[config.mk]
export PLATFORM = sky130hd
export DESIGN_NAME = tmc_timer
export DESIGN_NICKNAME = d
export VERILOG_FILES = /design/src/hdl/tmc_pkg.sv /design/src/hdl/tmc_timer.sv
export SDC_FILE = /design/constraint.sdc
export NUM_CORES = 1
export LEC_CHECK = 0
export ABC_AREA = 1
export BUFFER_PORTS_ARGS = -buffer_cell sky130_fd_sc_hd__clkbuf_2
export CORE_UTILIZATION = 59
export DETAILED_ROUTE_END_ITERATION = 10
export GPL_ROUTABILITY_DRIVEN = 0
export PLACE_DENSITY = 0.86
export SLEW_MARGIN = 20
export SYNTH_ARGS = -nofsm -noshare
export SYNTH_HDL_FRONTEND = slang
export SYNTH_SLANG_ARGS = --single-unit
export TNS_END_PERCENT = 100
[constraint.sdc]
create_clock -name pclk -period 3.2 [get_ports pclk]
set_input_delay 0.16 -clock pclk [delete_from_list [all_inputs] [get_ports pclk]]
set_output_delay 0.16 -clock pclk [all_outputs]
set_load 0.02 [all_outputs]
[src/hdl/tmc_pkg.sv]
// Purpose: Shared constants and field layouts for the gated 16-bit timer/counter
// Assumes: APB word registers; register index times four gives the byte address
// Notes: Field structs follow the bit order of each register, bit 7 first
package tmc_pkg;
    // Register indices, byte address is index * 4
    localparam logic [13:0] IDX_GATE_CONTROL = 14'h0f9a;
    localparam logic [13:0] IDX_TIMER_CONTROL = 14'h0fcd;
    localparam logic [13:0] IDX_COUNT_LOW = 14'h0fce;
    localparam logic [13:0] IDX_COUNT_HIGH = 14'h0fcf;
    localparam logic [13:0] IDX_CLOCK_STATUS = 14'h0fd0;
    // Values after reset
    localparam logic [7:0] TIMER_CONTROL_RST = 8'h00;
    localparam logic [7:0] GATE_CONTROL_RST = 8'h00;
    localparam logic [15:0] COUNT_RST = 16'h0000;
    // Clock status register bit positions
    localparam int STAT_SEC_RUNNING = 0;
    localparam int STAT_OVERFLOW = 1;
    localparam int STAT_SYS_SEL_LO = 2;
    localparam int STAT_IDLE_ON_SLEEP = 4;
    // Last phase of the instruction clock, which is system clock over four
    localparam logic [1:0] INSTR_DIV_LAST = 2'h3;
    // Clock source encodings
    localparam logic [1:0] CS_INSTR = 2'h0;
    localparam logic [1:0] CS_SYSTEM = 2'h1;
    localparam logic [1:0] CS_EXTERNAL = 2'h2;
    // Gate source encodings
    localparam logic [1:0] GS_PIN = 2'h0;
    localparam logic [1:0] GS_TIMER2 = 2'h1;
    localparam logic [1:0] GS_CMP1 = 2'h2;
    localparam logic [1:0] GS_CMP2 = 2'h3;
    // System clock select value that picks the crystal
    localparam logic [1:0] SYS_SEL_CRYSTAL = 2'h1;

    // Timer control fields, bit 7 down to bit 0
    typedef struct packed {
        logic [1:0] clock_source_select;
        logic [1:0] prescale_select;
        logic crystal_osc_enable;
        logic ext_sync_bypass;
        logic wide_access_enable;
        logic timer_on;
    } tmc_ctrl_s;

    // Gate control fields, bit 7 down to bit 0
    typedef struct packed {
        logic gate_count_enable;
        logic gate_polarity;
        logic gate_toggle_mode;
        logic gate_single_pulse_mode;
        logic pulse_arm_done;
        logic gate_level_status;
        logic [1:0] gate_source_select;
    } tmc_gate_s;

    // Power states, one-hot
    typedef enum logic [2:0] {
        PWR_PRIMARY = 3'h1,
        PWR_SECONDARY_RUN_STATE = 3'h2,
        PWR_SECONDARY_IDLE_STATE = 3'h4
    } tmc_pwr_e;
endpackage

[src/hdl/tmc_timer.sv]
// Purpose: Gated 16-bit timer/counter with APB registers and clock status
// Assumes: pclk is the system clock; all pins are asynchronous to it
// Notes: Pins pass two flops; bus answers with zero wait states
// Functional notes
// - Gate enable ignored when timer is off
// - Polarity bit picks active gate level
// - Toggle flip-flop held clear when mode off
// - Single pulse mode controls the gate
// - Arm bit high while waiting for pulse
// - Clearing pulse mode clears arm bit
// - Gate status shows current gate level
// - Gate source mux: pin, timer2, comparators
// - Internal clock increments per instruction cycle
// - External rising edges counted, sync optional
// - Timer on forces pins input, read zero
// - Clock source and oscillator select
// - Counter mode needs falling edge first
// - Low read copies high byte to buffer
// - Low write moves buffer into high byte
// - Only low write clears prescaler
// - Crystal oscillator stays powered in all modes
// - Crystal select enters secondary run, sleep idles when idle-on-sleep bit clear
// - Secondary running flag follows crystal clocking
// - Prescaler divides by 1, 2, 4, 8
// - Sync bypass only matters for external source
// - Rollover from ffff latches overflow flag
`timescale 1ns/1ns
module tmc_timer
    import tmc_pkg::*;
(
    input wire logic pclk,
    input wire logic presetn,
    input wire logic psel,
    input wire logic penable,
    input wire logic pwrite,
    input wire logic [15:0] paddr,
    input wire logic [31:0] pwdata,
    output logic [31:0] prdata,
    output logic pready,
    output logic pslverr,
    input wire logic ext_count_input,
    input wire logic crystal_in_pin,
    input wire logic crystal_osc_clk,
    input wire logic gate_pin,
    input wire logic comparator1_out,
    input wire logic comparator2_out,
    input wire logic timer2_match_pulse,
    input wire logic [1:0] port_direction,
    input wire logic sleep_request,
    input wire logic wake_request,
    output logic [1:0] crystal_pin_oe,
    output logic [1:0] crystal_pin_read,
    output logic crystal_osc_power,
    output logic secondary_clock_running,
    output logic [2:0] power_state
);
    localparam int NSYNC = 6;

    // Register state
    tmc_ctrl_s ctrl_q; // Timer control
    tmc_gate_s gate_q; // Gate control, level status bit unused here
    logic [15:0] cnt_q; // Live count
    logic [7:0] hbuf_q; // High byte buffer for wide access
    logic ovf_q; // Overflow flag, sticky
    logic [1:0] sys_sel_q; // System clock select
    logic idle_on_sleep_q; // Sleep goes to idle when clear
    tmc_pwr_e pwr_q; // Power state
    logic [31:0] prdata_q;
    logic pready_q;
    logic pslverr_q;

    // Bus decode
    logic [13:0] idx;
    logic word_ok;
    logic setup_rd;
    logic acc_wr;
    assign idx = paddr[15:2];
    assign word_ok = (paddr[1:0] == 2'h0);
    assign setup_rd = psel && !penable && !pwrite;
    assign acc_wr = psel && penable && pwrite && pready_q && word_ok;
    logic wr_ctrl, wr_gate, wr_lo, wr_hi, wr_stat, rd_lo;
    assign wr_ctrl = acc_wr && (idx == IDX_TIMER_CONTROL);
    assign wr_gate = acc_wr && (idx == IDX_GATE_CONTROL);
    assign wr_lo = acc_wr && (idx == IDX_COUNT_LOW);
    assign wr_hi = acc_wr && (idx == IDX_COUNT_HIGH);
    assign wr_stat = acc_wr && (idx == IDX_CLOCK_STATUS);
    assign rd_lo = setup_rd && word_ok && (idx == IDX_COUNT_LOW);
    logic cnt_wr; // Any write touching the count
    assign cnt_wr = wr_lo || (wr_hi && !ctrl_q.wide_access_enable);

    // Two-flop synchronisers for every pin input
    logic [NSYNC-1:0] async_in;
    logic [NSYNC-1:0] sync1_q;
    logic [NSYNC-1:0] sync2_q;
    logic [NSYNC-1:0] prev_q;
    assign async_in = {crystal_in_pin, comparator2_out, comparator1_out, gate_pin, crystal_osc_clk, ext_count_input};
    genvar g;
    generate
        for (g = 0; g < NSYNC; g++) begin : g_sync
            // First flop feeds only the second
            always_ff @(posedge pclk or negedge presetn) begin
                if (!presetn) begin
                    sync1_q[g] <= 1'b0;
                    sync2_q[g] <= 1'b0;
                    prev_q[g] <= 1'b0;
                end else begin
                    sync1_q[g] <= async_in[g];
                    sync2_q[g] <= sync1_q[g];
                    prev_q[g] <= sync2_q[g];
                end
            end
        end
    endgenerate

    // Instruction clock phase, one tick in four
    logic [1:0] iph_q;
    always_ff @(posedge pclk or negedge presetn) begin
        if (!presetn) begin
            iph_q <= 2'h0;
        end else begin
            iph_q <= iph_q + 2'h1;
        end
    end
    logic instr_tick;
    assign instr_tick = (iph_q == INSTR_DIV_LAST);

    // External source: pin, or crystal when oscillator enabled
    logic ext_level, ext_prev, ext_rise;
    assign ext_level = ctrl_q.crystal_osc_enable ? sync2_q[1] : sync2_q[0];
    assign ext_prev = ctrl_q.crystal_osc_enable ? prev_q[1] : prev_q[0];
    assign ext_rise = ext_level && !ext_prev;
    logic ext_mode;
    assign ext_mode = (ctrl_q.clock_source_select == CS_EXTERNAL);

    // Falling edge must be seen before first counted rise
    logic fall_ok_q;
    always_ff @(posedge pclk or negedge presetn) begin
        if (!presetn) begin
            fall_ok_q <= 1'b0;
        end else if (!ctrl_q.timer_on || cnt_wr) begin
            fall_ok_q <= 1'b0;
        end else if (!ext_level) begin
            fall_ok_q <= 1'b1;
        end
    end

    // Synchronised mode holds an edge until the instruction tick
    logic pend_q;
    always_ff @(posedge pclk or negedge presetn) begin
        if (!presetn) begin
            pend_q <= 1'b0;
        end else if (ext_rise && fall_ok_q) begin
            pend_q <= 1'b1; // Set wins over consume
        end else if (instr_tick) begin
            pend_q <= 1'b0;
        end
    end

    // Raw clock ticks into the prescaler
    logic src_tick;
    always_comb begin
        case (ctrl_q.clock_source_select)
            CS_SYSTEM: src_tick = 1'b1;
            CS_INSTR: src_tick = instr_tick;
            CS_EXTERNAL: begin
                // Bypass counts the edge at once, else on instruction tick
                if (ctrl_q.ext_sync_bypass) begin
                    src_tick = ext_rise && fall_ok_q;
                end else begin
                    src_tick = pend_q && instr_tick;
                end
            end
            default: src_tick = 1'b0;
        endcase
    end

    // Gate source selection and polarity
    logic gate_raw, gate_act, gate_act_prev_q;
    always_comb begin
        case (gate_q.gate_source_select)
            GS_PIN: gate_raw = sync2_q[2];
            GS_TIMER2: gate_raw = timer2_match_pulse;
            GS_CMP1: gate_raw = sync2_q[3];
            GS_CMP2: gate_raw = sync2_q[4];
            default: gate_raw = 1'b0;
        endcase
    end
    assign gate_act = gate_q.gate_polarity ? gate_raw : !gate_raw;

    // Toggle flip-flop on each rising edge of the active gate
    logic tff_q;
    always_ff @(posedge pclk or negedge presetn) begin
        if (!presetn) begin
            gate_act_prev_q <= 1'b0;
            tff_q <= 1'b0;
        end else begin
            gate_act_prev_q <= gate_act;
            if (!gate_q.gate_toggle_mode) begin
                tff_q <= 1'b0;
            end else if (gate_act && !gate_act_prev_q) begin
                tff_q <= !tff_q;
            end
        end
    end
    logic gate_tm, gate_tm_prev_q;
    assign gate_tm = gate_q.gate_toggle_mode ? tff_q : gate_act;

    // Single pulse: open on armed rise, close and disarm on fall
    logic sp_open_q;
    logic sp_rise, sp_fall;
    assign sp_rise = gate_tm && !gate_tm_prev_q;
    assign sp_fall = !gate_tm && gate_tm_prev_q;
    always_ff @(posedge pclk or negedge presetn) begin
        if (!presetn) begin
            gate_tm_prev_q <= 1'b0;
            sp_open_q <= 1'b0;
        end else begin
            gate_tm_prev_q <= gate_tm;
            if (!gate_q.gate_single_pulse_mode || sp_fall) begin
                sp_open_q <= 1'b0;
            end else if (gate_q.pulse_arm_done && sp_rise) begin
                sp_open_q <= 1'b1;
            end
        end
    end
    logic gate_final;
    assign gate_final = gate_q.gate_single_pulse_mode ? (sp_open_q && gate_tm) : gate_tm;

    // Count enable; gate enable only matters while on
    logic run;
    assign run = ctrl_q.timer_on && (!gate_q.gate_count_enable || gate_final);

    // Prescaler, ratio 1, 2, 4 or 8
    logic [2:0] psc_q, psc_mask;
    logic inc;
    assign psc_mask = 3'((4'h1 << ctrl_q.prescale_select) - 4'h1);
    assign inc = run && src_tick && ((psc_q & psc_mask) == psc_mask);
    always_ff @(posedge pclk or negedge presetn) begin
        if (!presetn) begin
            psc_q <= 3'h0;
        end else if (wr_lo) begin
            psc_q <= 3'h0;
        end else if (run && src_tick) begin
            psc_q <= psc_q + 3'h1;
        end
    end

    // Control registers
    always_ff @(posedge pclk or negedge presetn) begin
        if (!presetn) begin
            ctrl_q <= tmc_ctrl_s'(TIMER_CONTROL_RST);
        end else if (wr_ctrl) begin
            ctrl_q <= tmc_ctrl_s'(pwdata[7:0]);
        end
    end

    // Gate control; arm bit cleared by hardware on the closing edge
    always_ff @(posedge pclk or negedge presetn) begin
        if (!presetn) begin
            gate_q <= tmc_gate_s'(GATE_CONTROL_RST);
        end else begin
            if (wr_gate) begin
                gate_q <= tmc_gate_s'(pwdata[7:0]);
                gate_q.gate_level_status <= 1'b0;
                gate_q.pulse_arm_done <= pwdata[3] && pwdata[4];
            end else if (!gate_q.gate_single_pulse_mode) begin
                gate_q.pulse_arm_done <= 1'b0;
            end else if (sp_open_q && sp_fall) begin
                gate_q.pulse_arm_done <= 1'b0;
            end
        end
    end

    // Count and high buffer; a write beats an increment
    always_ff @(posedge pclk or negedge presetn) begin
        if (!presetn) begin
            cnt_q <= COUNT_RST;
            hbuf_q <= 8'h00;
        end else begin
            if (wr_lo) begin
                cnt_q[7:0] <= pwdata[7:0];
                if (ctrl_q.wide_access_enable) begin
                    cnt_q[15:8] <= hbuf_q;
                end
            end else if (wr_hi && !ctrl_q.wide_access_enable) begin
                cnt_q[15:8] <= pwdata[7:0];
            end else if (inc) begin
                cnt_q <= cnt_q + 16'h0001;
            end
            // Otherwise the count holds
            if (wr_hi && ctrl_q.wide_access_enable) begin
                hbuf_q <= pwdata[7:0];
            end else if (rd_lo && ctrl_q.wide_access_enable) begin
                hbuf_q <= cnt_q[15:8];
            end
        end
    end

    // Overflow flag, set wins over a write-one clear
    always_ff @(posedge pclk or negedge presetn) begin
        if (!presetn) begin
            ovf_q <= 1'b0;
        end else if (inc && (cnt_q == 16'hffff) && !cnt_wr) begin
            ovf_q <= 1'b1;
        end else if (wr_stat && pwdata[STAT_OVERFLOW]) begin
            ovf_q <= 1'b0;
        end
    end

    // Clock select and power state
    always_ff @(posedge pclk or negedge presetn) begin
        if (!presetn) begin
            sys_sel_q <= 2'h0;
            idle_on_sleep_q <= 1'b0;
            pwr_q <= PWR_PRIMARY;
        end else begin
            if (wr_stat) begin
                sys_sel_q <= pwdata[STAT_SYS_SEL_LO +: 2];
                idle_on_sleep_q <= pwdata[STAT_IDLE_ON_SLEEP];
            end
            case (pwr_q)
                PWR_PRIMARY: begin
                    if (wr_stat && pwdata[STAT_SYS_SEL_LO +: 2] == SYS_SEL_CRYSTAL) begin
                        pwr_q <= PWR_SECONDARY_RUN_STATE;
                    end
                end
                PWR_SECONDARY_RUN_STATE: begin
                    if (wr_stat && pwdata[STAT_SYS_SEL_LO +: 2] != SYS_SEL_CRYSTAL) begin
                        pwr_q <= PWR_PRIMARY;
                    end else if (sleep_request && !idle_on_sleep_q) begin
                        pwr_q <= PWR_SECONDARY_IDLE_STATE;
                    end
                end
                PWR_SECONDARY_IDLE_STATE: begin
                    // Wake returns to crystal-clocked run
                    if (wake_request) begin
                        pwr_q <= PWR_SECONDARY_RUN_STATE;
                    end
                end
                default: pwr_q <= PWR_PRIMARY;
            endcase
        end
    end

    // Pin and status outputs, all registered
    always_ff @(posedge pclk or negedge presetn) begin
        if (!presetn) begin
            crystal_pin_oe <= 2'h0;
            crystal_pin_read <= 2'h0;
            crystal_osc_power <= 1'b0;
            secondary_clock_running <= 1'b0;
            power_state <= 3'h1;
        end else begin
            // Direction 1 means input; timer on overrides it
            crystal_pin_oe <= ctrl_q.timer_on ? 2'h0 : ~port_direction;
            crystal_pin_read <= ctrl_q.timer_on ? 2'h0 : {sync2_q[5], sync2_q[0]};
            // Not gated by power state so the crystal keeps running
            crystal_osc_power <= ctrl_q.crystal_osc_enable;
            secondary_clock_running <= (pwr_q != PWR_PRIMARY);
            power_state <= pwr_q;
        end
    end

    // Read mux
    logic [7:0] rd_byte;
    logic rd_hit;
    always_comb begin
        rd_hit = word_ok;
        rd_byte = 8'h00;
        case (idx)
            IDX_TIMER_CONTROL: rd_byte = ctrl_q;
            IDX_GATE_CONTROL: rd_byte = {gate_q[7:3], gate_final, gate_q[1:0]};
            IDX_COUNT_LOW: rd_byte = cnt_q[7:0];
            IDX_COUNT_HIGH: rd_byte = ctrl_q.wide_access_enable ? hbuf_q : cnt_q[15:8];
            IDX_CLOCK_STATUS: rd_byte = {3'h0, idle_on_sleep_q, sys_sel_q, ovf_q, pwr_q != PWR_PRIMARY};
            default: rd_hit = 1'b0;
        endcase
    end

    // APB answer: ready in the first access cycle
    always_ff @(posedge pclk or negedge presetn) begin
        if (!presetn) begin
            pready_q <= 1'b0;
            pslverr_q <= 1'b0;
            prdata_q <= 32'h0;
        end else begin
            pready_q <= psel && !penable;
            pslverr_q <= psel && !penable && !rd_hit;
            prdata_q <= (setup_rd && rd_hit) ? {24'h0, rd_byte} : 32'h0;
        end
    end
    assign prdata = prdata_q;
    assign pready = pready_q;
    assign pslverr = pslverr_q;
endmodule

==> metrics.yaml <==
critical_path:
  critical_path_class: "reg -> reg"
  endpoint_kind: "flop"
  cp-start-kind: "flop"
  worstPathRequired_ps: 3530
  worstPathMaxFanout: 11
  cp.arrival_ps: 2720
grt:
  grt_pass1_wl_mm: 20.2
  grt_pass1_vias: 4289
  use_met3_pct: 6.26
  grt_util_met2_pct: 48.7
  grt_remaining_overflow: 0
  antenna_found_initial: 0
  grt_max_degree: 91
  grt_usage_pct: 30.5
  grt_use_met1_pct: 38.5
  grt_busiest_layer: "met2"
power:
  power_mw: 2.30
  seqPwrFrac_pct: 53.0
  netSwitchingPower_mw: 0.707
  p_clk_share_pct: 34.8
  p_per_area_nw_per_um2: 417
  combPwrFrac_pct: 12.1
  peakVddDrop_mv: 0.216
  p_leak_nw: 2.76
  swShare_pct: 30.8
  internal_power_mw: 1.59
layout:
  syn_to_final_growth_pct: 11.8
  layout.nets: 756
  final_cells: 796
  multi_input_area_um2: 2230
  final-seq-area_um2: 2250
  drive_above_1_share_pct: 15.7
  fillers: 616
  final_common_cell: "nand2_1"
  final_cell_mix: "nand2_1 (168), dfrtp_1 (88), inv_1 (67)"
  n_antenna_cell: 0
routing:
  drc: 0
  dr.pass1.iters: 5
  ant_nets: 0
  first_iter_violations: 445
  routed_wl_mm: 12.4
  vias_per_cell: 5.80
  wl_per_cell_um: 15.5
  routed-via-count: 4617
sta:
  finalCritPeriodShare_pct: 74.5
  worst_pin_slew_ps: 787
  rsz0062_at_grt: "false"
  finalSetupViolCount: 0
  max_freq_ghz: 0.419
  maxSlewViolCount: 0
  hold_viol: 0
  slew_headroom_pct: 47.5
  min_period_ps: 2380
  fin_ws_ps: 816
  fin_tns_setup_ps: 0
  fin_skew_ps: 16.4
  whs_ps: 14.4
clock_network:
  cts_buffers: 9
  cts_root_buffer: "clkbuf_8"
  worstSkewPairLatency_ps: 390
  clock_tree.buffer_depth: 2
  hold_buffers: 11
  clk_pin_slew_worst_paths_ps: 110
  cts_setup_buffers: 0
  cts_resized: 0
  cts_tree: "done"
  h-tree-depth: 3
  cts_sinks: 90
min_path:
  hold_path.class: "in -> reg"
flow_run:
  drv_cap: 0
yosys:
  netlist_area_um2: 4930
  ys_seq_area_share_pct: 45.8
  yosysUniqueCellTypes: 48
  ys.flop_type: "dfrtp_1"
  yosysTopAreaCellShare_pct: 44.7
  ys_warn_count: 0
  syn-mean-instance-area_um2: 7.95
  synth-edff-count: 0
  synth_cells: 620
  ys_async_sr_fraction_pct: 100
  yosys-top-cells-area: "dfrtp_1 (45%), nand2_1 (13%), nand3_1 (6.6%)"
  yosysTopAreaCell: "dfrtp_1"
  synth_seq_cells: 90
run_status:
  status: "complete, no violations"
floorplan:
  start_util_pct: 62.5
  core_region_area_um2: 7890
  die_h_um: 93.4
  die_width_um: 93.4
  rows: 32
  ios: 107
  fp.dieArea_um2: 8720
placed_design:
  io_buffers: 58
  pre_cts_slack_ps: 921
  place_hpwl_mm: 8.98
  placed_cells: 768
## final timing paths
check	slack [ps]	from	endpoint	cells after the start
setup / recovery	820	iph_q[0]	cnt_q[14]	11
max in group asynchronous	2270	presetn	hbuf_q[4]	2
hold / removal	10	pwdata[4]	idle_on_sleep_q	3
setup reg to reg	820	iph_q[0]	cnt_q[14]	11
min in group asynchronous	410	presetn	sync2_q[5]	2
hold reg to reg	360	sync1_q[4]	sync2_q[4]	0
## through the flow
step | util [%] | cell area [µm²]
floorplan | - | 5010
global placement | 65.7 | 5180
detailed placement | 65.7 | 5180
CTS | 69.6 | 5490
global route | 69.8 | 5510
finish | 69.8 | 5510
## critical path: stages, from the launching register on
cell and delay (ps):
dfrtp_1 380, ha_1 200, nand2_1 80, a21oi_1 150, nand2_1 70, nand2_1 50, nand2_1 50, nor2_1 260
nand3_1 560, nand2_4 320, o21ai_0 120, nand2_1 70
## power groups by stage
stage	clock network, mW	logic, mW	registers [mW]
3_3_place_gp	0	0.251	1.24
3_5_place_dp	0	0.263	1.24
2_1_floorplan	0	0.144	1.27
6_report	0.800	0.279	1.22
4_1_cts	0.799	0.277	1.22
5_1_grt	0.854	0.304	1.23
## cell type report
cell class	instances	area share, %
repair buffers	70	7.57
well taps	102	2.32
clock inverters	7	1.39
inverters	73	5.11
clock buffers	9	2.25
flip-flops and latches	90	40.9
multi-input cells	445	40.4
## cell families after synthesis
group	after synthesis	share of synthesized area, %
AND/OR/NAND/NOR	324	31.6
buffers and inverters	108	10.8
flip-flops	90	45.8
AO/OA/AOI/OAI	84	9.24
XOR/XNOR	10	1.78
adder cells (fa/ha/maj)	3	0.762
other	1	0.0761
## synthesized netlist by cell type (4+ instances only)
master,number
nand2_1,168
dfrtp_1,88
inv_1,67
nand3_1,65
nor2_1,44
o21ai_0,37
buf_4,24
a21oi_1,19
o21ai_1,12
nor3_1,9
nand4_1,8
xor2_1,7
clkbuf_1,5
o211ai_1,5
nand2_4,4
nand3_2,4
o22ai_1,4
## registers in the layout, indices dropped and copies added (netlist names), 3 cells and up
signal       flops
ctrl_q           8
cnt_q           16
gate_q           7
pwr_q            3
psc_q            3
sync1_q          6
sync2_q          6
prdata           8
power_state      3
hbuf_q           8
## routing by layer
layer | wire length, µm | up-vias
li1 | - | 2096
met1 | 4810 | 2163
met5 | 0 | -
met3 | 1120 | 65
met4 | 600 | 0
met2 | 5840 | 293
No activity file was read; power rests on OpenSTA's default activity.
